===== config.mk =====
export PLATFORM = sky130hd
export DESIGN_NAME = timer8_ctc_waveform
export DESIGN_NICKNAME = d
export VERILOG_FILES = /design/src/design/timer8_pkg.sv /design/src/design/timer8_ctc_waveform.sv /design/src/design/timer8_prescaler.sv
export SDC_FILE = /design/constraint.sdc
export NUM_CORES = 1
export LEC_CHECK = 0
export BUFFER_PORTS_ARGS = -buffer_cell sky130_fd_sc_hd__buf_4
export CORE_ASPECT_RATIO = 0.6
export CORE_MARGIN = 2
export CORE_UTILIZATION = 62
export DETAILED_ROUTE_END_ITERATION = 8
export HOLD_SLACK_MARGIN = 0.15
export PLACE_DENSITY = 0.82
export SYNTH_ARGS = -nofsm -noshare
export SYNTH_HDL_FRONTEND = slang
export SYNTH_SLANG_ARGS = --single-unit

===== constraint.sdc =====
create_clock -name ref_clk -period 4.8 [get_ports ref_clk]
set_clock_uncertainty 0.15 [all_clocks]
set_input_delay 0.96 -clock ref_clk [delete_from_list [all_inputs] [get_ports ref_clk]]
set_output_delay 0.96 -clock ref_clk [all_outputs]
set_load 0.005 [all_outputs]

===== src/design/timer8_pkg.sv =====
// Shared constants and types for the 8-bit clear-on-match timer
package timer8_pkg;
  localparam int          COUNT_W      = 8;
  localparam int          ADDR_W       = 4;
  localparam int          DATA_W       = 8;
  localparam int          PRESCALE_W   = 10;
  localparam logic [7:0]  COUNT_MAX    = 8'hFF;
  localparam logic [7:0]  COUNT_BOTTOM = 8'h00;

  localparam logic [3:0]  ADDR_CONTROL = 4'h0;
  localparam logic [3:0]  ADDR_COMPARE = 4'h1;
  localparam logic [3:0]  ADDR_COUNT   = 4'h2;
  localparam logic [3:0]  ADDR_STATUS  = 4'h3;
  localparam logic [3:0]  ADDR_MASK    = 4'h4;
  localparam logic [3:0]  ADDR_PINDIR  = 4'h5;

  localparam int          CTRL_CLKSEL_LSB = 0;
  localparam int          CTRL_MODE_BIT   = 3;
  localparam int          CTRL_COM_LSB    = 4;
  localparam int          STAT_OVF_BIT    = 0;
  localparam int          STAT_MATCH_BIT  = 1;

  localparam logic [1:0]  COM_DISCONNECT = 2'h0;
  localparam logic [1:0]  COM_TOGGLE     = 2'h1;
  localparam logic [1:0]  COM_CLEAR      = 2'h2;
  localparam logic [1:0]  COM_SET        = 2'h3;

  localparam logic [7:0]  CONTROL_RESET = 8'h00;
  localparam logic [7:0]  COMPARE_RESET = 8'h00;

  typedef enum logic [2:0] {
    CLK_STOP, CLK_DIV1, CLK_DIV8, CLK_DIV64, CLK_DIV256, CLK_DIV1024, CLK_RSVD6, CLK_RSVD7
  } clk_sel_t;

  typedef struct packed {
    logic [ADDR_W-1:0] addr;
    logic [DATA_W-1:0] wdata;
    logic              wr;
    logic              rd;
  } reg_req_t;

  typedef struct packed {
    logic [1:0] com;
    logic       ctc;
    clk_sel_t   clk_sel;
  } timer_ctrl_t;
endpackage


===== src/design/timer8_ctc_waveform.sv =====
// 8-bit timer/counter with clear-on-match mode, waveform output and overflow flag
// Functional notes
// - A compare value written below the current count is missed until the counter wraps through 0xFF to 0x00.
// - With the compare output mode field at toggle, the waveform output inverts on every compare match.
// - The waveform reaches the pin only while the pin direction is output.
// - In clear-on-match mode, toggle frequency is the clock over two times prescale times one plus the compare value.
// - The prescaler divides by 1, 8, 64, 256 or 1024.
// - The overflow flag sets in the timer cycle where the count increments from 0xFF to 0x00; a clear-on-match at 0xFF does not set it.
`timescale 1ns/1ps
module timer8_ctc_waveform #(
  parameter int COUNT_W    = timer8_pkg::COUNT_W,
  parameter int PRESCALE_W = timer8_pkg::PRESCALE_W
) (
  input  wire logic                         ref_clk,
  input  wire logic                         rst_n,
  input  wire logic [timer8_pkg::ADDR_W-1:0] reg_addr,
  input  wire logic [timer8_pkg::DATA_W-1:0] reg_wdata,
  input  wire logic                         reg_wr,
  input  wire logic                         reg_rd,
  output logic      [timer8_pkg::DATA_W-1:0] reg_rdata,
  output logic                              irq,
  output logic                              waveform_pin_out,
  output logic                              waveform_pin_oe
);
  import timer8_pkg::*;

  reg_req_t           req;
  timer_ctrl_t        ctrl;
  logic [COUNT_W-1:0] compare_value;
  logic [COUNT_W-1:0] count_value;
  logic [1:0]         status;
  logic [1:0]         mask;
  logic               pin_dir_out;
  logic               waveform_output;
  logic               tick;
  logic               match;
  logic               wrap;
  logic               count_write;
  logic [1:0]         clear_bits;

  assign req = '{addr: reg_addr, wdata: reg_wdata, wr: reg_wr, rd: reg_rd};

  timer8_prescaler #(
    .PRESCALE_W (PRESCALE_W)
  ) u_prescaler (
    .ref_clk (ref_clk),
    .rst_n   (rst_n),
    .clk_sel (ctrl.clk_sel),
    .tick    (tick)
  );

  // Compare is exact equality, so a value below the count is only hit after a wrap
  assign match       = tick && (count_value == compare_value);
  assign wrap        = tick && (count_value == COUNT_MAX) && !(ctrl.ctc && match);
  assign count_write = req.wr && (req.addr == ADDR_COUNT);
  assign clear_bits  = (req.wr && req.addr == ADDR_STATUS) ? req.wdata[1:0] : 2'b00;

  always_ff @(posedge ref_clk) begin
    if (!rst_n) begin
      ctrl          <= timer_ctrl_t'(CONTROL_RESET);
      compare_value <= COMPARE_RESET;
      mask          <= '0;
      pin_dir_out   <= 1'b0;
    end else if (req.wr) begin
      unique case (req.addr)
        ADDR_CONTROL: ctrl          <= timer_ctrl_t'(req.wdata[$bits(timer_ctrl_t)-1:0]);
        ADDR_COMPARE: compare_value <= req.wdata;
        ADDR_MASK:    mask          <= req.wdata[1:0];
        ADDR_PINDIR:  pin_dir_out   <= req.wdata[0];
        default:      ;
      endcase
    end
  end

  // A software write to the count wins over the timer tick and blocks that tick's match
  always_ff @(posedge ref_clk) begin
    if (!rst_n) begin
      count_value <= COUNT_BOTTOM;
    end else if (count_write) begin
      count_value <= req.wdata;
    end else if (ctrl.ctc && match) begin
      count_value <= COUNT_BOTTOM;
    end else if (tick) begin
      count_value <= count_value + 1'b1;
    end
  end

  always_ff @(posedge ref_clk) begin
    if (!rst_n) begin
      waveform_output <= 1'b0;
    end else if (match && !count_write) begin
      unique case (ctrl.com)
        COM_TOGGLE:     waveform_output <= ~waveform_output;
        COM_CLEAR:      waveform_output <= 1'b0;
        COM_SET:        waveform_output <= 1'b1;
        COM_DISCONNECT: waveform_output <= waveform_output;
      endcase
    end
  end

  // Set wins over a write-one-to-clear in the same cycle
  always_ff @(posedge ref_clk) begin
    if (!rst_n) begin
      status <= '0;
    end else begin
      status[STAT_OVF_BIT]   <= (wrap && !count_write) ||
                                (status[STAT_OVF_BIT] && !clear_bits[STAT_OVF_BIT]);
      status[STAT_MATCH_BIT] <= (match && !count_write) ||
                                (status[STAT_MATCH_BIT] && !clear_bits[STAT_MATCH_BIT]);
    end
  end

  always_ff @(posedge ref_clk) begin
    if (!rst_n) begin
      reg_rdata <= '0;
    end else if (req.rd) begin
      unique case (req.addr)
        ADDR_CONTROL: reg_rdata <= {2'b00, ctrl};
        ADDR_COMPARE: reg_rdata <= compare_value;
        ADDR_COUNT:   reg_rdata <= count_value;
        ADDR_STATUS:  reg_rdata <= {6'h00, status};
        ADDR_MASK:    reg_rdata <= {6'h00, mask};
        ADDR_PINDIR:  reg_rdata <= {7'h00, pin_dir_out};
        default:      reg_rdata <= '0;
      endcase
    end else begin
      reg_rdata <= '0;
    end
  end

  assign irq = |(status & mask);

  // Pin shows the waveform only when driven as output and the compare output is connected
  assign waveform_pin_oe  = pin_dir_out;
  assign waveform_pin_out = pin_dir_out && (ctrl.com != COM_DISCONNECT) && waveform_output;
endmodule


===== src/design/timer8_prescaler.sv =====
// Free-running prescaler producing the timer clock enable tick
`timescale 1ns/1ps
module timer8_prescaler #(
  parameter int PRESCALE_W = 10
) (
  input  wire logic                ref_clk,
  input  wire logic                rst_n,
  input  timer8_pkg::clk_sel_t     clk_sel,
  output logic                     tick
);
  import timer8_pkg::*;

  logic [PRESCALE_W-1:0] div_count;

  always_ff @(posedge ref_clk) begin
    if (!rst_n) begin
      div_count <= '0;
    end else begin
      div_count <= div_count + 1'b1;
    end
  end

  // Tick when the low bits of the divider wrap; stopped clock never ticks
  always_comb begin
    unique case (clk_sel)
      CLK_DIV1:    tick = 1'b1;
      CLK_DIV8:    tick = &div_count[2:0];
      CLK_DIV64:   tick = &div_count[5:0];
      CLK_DIV256:  tick = &div_count[7:0];
      CLK_DIV1024: tick = &div_count[9:0];
      default:     tick = 1'b0;
    endcase
  end
endmodule


==> impl_metrics.env <==
export IMPL_worstPathRequired_ns=4.85
export IMPL_grt_use_total_pct=27.21
export IMPL_grt_busiest_layer="met1"
export IMPL_report_final_hold_viol_count=0
export IMPL_synth_seq_area_share_pct=38.06
export IMPL_finalWorstPathRequiredPeriod_ns=2.514
export IMPL_ir_worst_vdd_uv=184.5
export IMPL_cts_buffers_inserted=5
export IMPL_power_density_nw_per_um2=278.5
export IMPL_root_buffer_cell="clkbuf_8"
export IMPL_num_antenna_cells=0
export IMPL_grt_overflow_total=0
export IMPL_multiInputGateArea_um2=1396
export IMPL_initialDrtViolationCount=143
export IMPL_cts_htree_levels=2
export IMPL_dieArea_um2=4435
export IMPL_fraction_of_synthesis_flops_using_an_asynchronous_set_or_reset_pin_pct=0
export IMPL_synth_simple_gate_area_share_pct=26.37
export IMPL_cts_post_setup_buffers_inserted=0
export IMPL_synthCells=281
export IMPL_detail_route_wirelength_um=5737
export IMPL_remaining_drc_errors=0
export IMPL_io_pin_count=27
export IMPL_run_status="complete, no violations"
export IMPL_finalWorstSetupSlack_ns=2.286
export IMPL_cp_arrival_ns=2.57
export IMPL_synth_area_in_compound_gates_pct=19.23
export IMPL_hold_path_class="flop to flop"
export IMPL_finish_net_count=316
export IMPL_synth_seq_cells=46
export IMPL_cts_resized=0
export IMPL_filler_cell_count=287
export IMPL_drt_wirelength_per_cell_um=16.63
export IMPL_timing_worst_slew_pin_value_ns=0.7743
export IMPL_drv_cap=0
export IMPL_tritoncts_num_sinks=46
export IMPL_yosysUniqueCellTypes=46
export IMPL_fin_crit_sh_pct=52.39
export IMPL_antenna_found_initial=0
export IMPL_drt_antenna_net_count=0
export IMPL_numPortBuffers=26
export IMPL_place_gp_congestion=0.8889
export IMPL_core_rowCount=17
export IMPL_chipWidth_um=84.65
export IMPL_grt_start_max_net_pins=42
export IMPL_ys_top_cells_by_area="dfxtp_1, nand3_1, a21boi_0"
export IMPL_max_freq_mhz=397.7
export IMPL_synth_edff_count=0
export IMPL_final_setup_tns_ns=0
export IMPL_synth_top_family_by_area="simple AND/OR/NAND/NOR gates"
export IMPL_cts_root_to_sink_buffers=2
export IMPL_areaGrowthSynthToFinish_pct=11.38
export IMPL_power_leakage_nw=1.058
export IMPL_grt_setup_unrepaired="no"
export IMPL_grt_first_pass_wirelength_um=9252
export IMPL_holdBufCountCts=0
export IMPL_initial_utilization_pct=65.38
export IMPL_count_of_endpoints_failing_setup_in_the_final_report=0
export IMPL_synth_adder_area_share_pct=1.551
export IMPL_fp_dieH_um=52.39
export IMPL_tritoncts_clock_tree="built"
export IMPL_syn_cell_area_um2=2420
export IMPL_vias=2142
export IMPL_maxSlewHeadroom_pct=48.28
export IMPL_synth_warning_count=0
export IMPL_via_per_inst=6.209
export IMPL_clock_insertion_delay_worst_skew_ns=0.30
export IMPL_final_max_slew_violation_count=0
export IMPL_core_area_um2=3701
export IMPL_share_of_cells_above_drive_strength_1_pct=15.77
export IMPL_grt_util_met1_pct=42.79
export IMPL_startpoint_type="primary input"
export IMPL_register_area_um2=920.9
export IMPL_sort_of_element_at_the_end_of_the_critical_path="flop"
export IMPL_postSynth_topFlopCell="dfxtp_1"
export IMPL_grt_met2_usage_pct=35.96
export IMPL_synth_top_area_share_pct=38.06
export IMPL_first_global_vias=1851
export IMPL_yosys_mux_area_fraction_pct=5.119
export IMPL_dp_slack_ns=2.073
export IMPL_worstPathMaxFanout=14
export IMPL_place_hpwl_um=3948
export IMPL_globalRouteMet3Util_pct=7.244
export IMPL_synth_xor_xnor_area_share_pct=5.429
export IMPL_post_synth_top_area_cell="dfxtp_1"
export IMPL_synthesis_nets=300
export IMPL_syn_area_per_cell_um2=8.611
export IMPL_cts_clk_slew_worst_paths_ns=0.08
export IMPL_path_class="primary input to flop"
export IMPL_detail_route_first_pass_iterations=5
-- synthesized netlist by cell type, types with 2 or more instances --
cell	instances
a31oi_1	10
a21oi_1	14
xor2_1	11
dfxtp_1	46
nand3_1	26
a22oi_1	3
o21a_1	2
nand3b_1	7
buf_2	7
nor2b_1	8
and2_1	8
mux2i_1	9
clkbuf_1	8
o211ai_1	2
a21boi_0	17
buf_6	2
nor4_4	2
nand2_1	30
nor3_1	3
nor2_1	22
ha_1	3
xnor2_1	4
and4_1	2
inv_1	2
o21ai_0	11
and3_1	2
-- power by group --
group | internal, mW | switching (mW)
clock | 0.153 | 0.133
sequential | 0.388 | 0.00930
combinational | 0.0285 | 0.0381
-- worst paths after layout --
path	startpoint	to	slack, ns	cells past startpoint
worst max-delay path	reg_addr[1]	count_value[3]	2.29	6
worst min-delay path	u_prescaler.div_count[0]	u_prescaler.div_count[0]	0.34	1
worst max register to register	count_value[5]	status[0]	2.45	5
worst min register to register	u_prescaler.div_count[0]	u_prescaler.div_count[0]	0.34	1
-- cells by family after synthesis --
kind of cell / count (synthesis)
muxes: 11
adders and majority gates: 3
and+or+nand+nor: 118
buffers and inverters: 20
xor gates and xnor gates: 15
DFF: 46
AOI/OAI and AO/OA: 68
-- sequential cells by signal (all words and copies together) (netlist names) --
| signal | flops |
|---|---|
| compare_value | 8 |
| count_value | 8 |
| ctrl | 6 |
| mask | 2 |
| reg_rdata | 8 |
| status | 2 |
| u_prescaler.div_count | 10 |
| waveform_output | 1 |
| waveform_pin_oe | 1 |
-- cell usage in the layout, fill, tap and decap left out, drive strengths merged, types with 7 or more instances in the layout --
| cell type | instances |
|---|---|
| a31oi | 10 |
| mux2i | 9 |
| o21ai | 12 |
| and2 | 9 |
| a21boi | 17 |
| nand3b | 7 |
| a21oi | 14 |
| nor2 | 22 |
| nand2 | 30 |
| nand3 | 27 |
| xor2 | 11 |
| dfxtp | 46 |
| buf | 27 |
| nor2b | 8 |
-- per-layer routing --
metal | wire (um) | up-vias
met2 | 2240 | 116
met1 | 2778 | 993
li1 | - | 1031
met3 | 704 | 2
met5 | 0 | -
met4 | 12 | 0
-- area by class of cell --
class                      count  area share, %
inverter                       2         0.2786
tap                           47          2.182
clock inverter                 3          1.486
sequential                    46          34.17
multi-input combinational    215          51.81
timing repair buffer          27          7.521
clock buffer                   5          2.553
-- worst max-delay path, cell delays in order --
cell and delay, ns:
buf_4 0.15, nor2b_1 0.50, and2_2 0.41, a32o_1 0.16, o21ai_0 0.09, a221oi_1 0.28
-- stage by stage --
step,utilization [%],power (mW),instance area (um2),cells,hold slack [ns]
5_1_grt,72.82,0.7756,2695,345,0.3663
3_5_place_dp,69.88,0.4704,2586,337,0.3084
4_1_cts,72.82,0.7523,2695,345,0.3283
3_3_place_gp,69.88,0.4699,2586,337,0.2987
2_1_floorplan,-,0.4490,2420,281,0.2865
6_report,72.82,0.7505,2695,345,0.3353
Power figures use the tool's default switching activity.
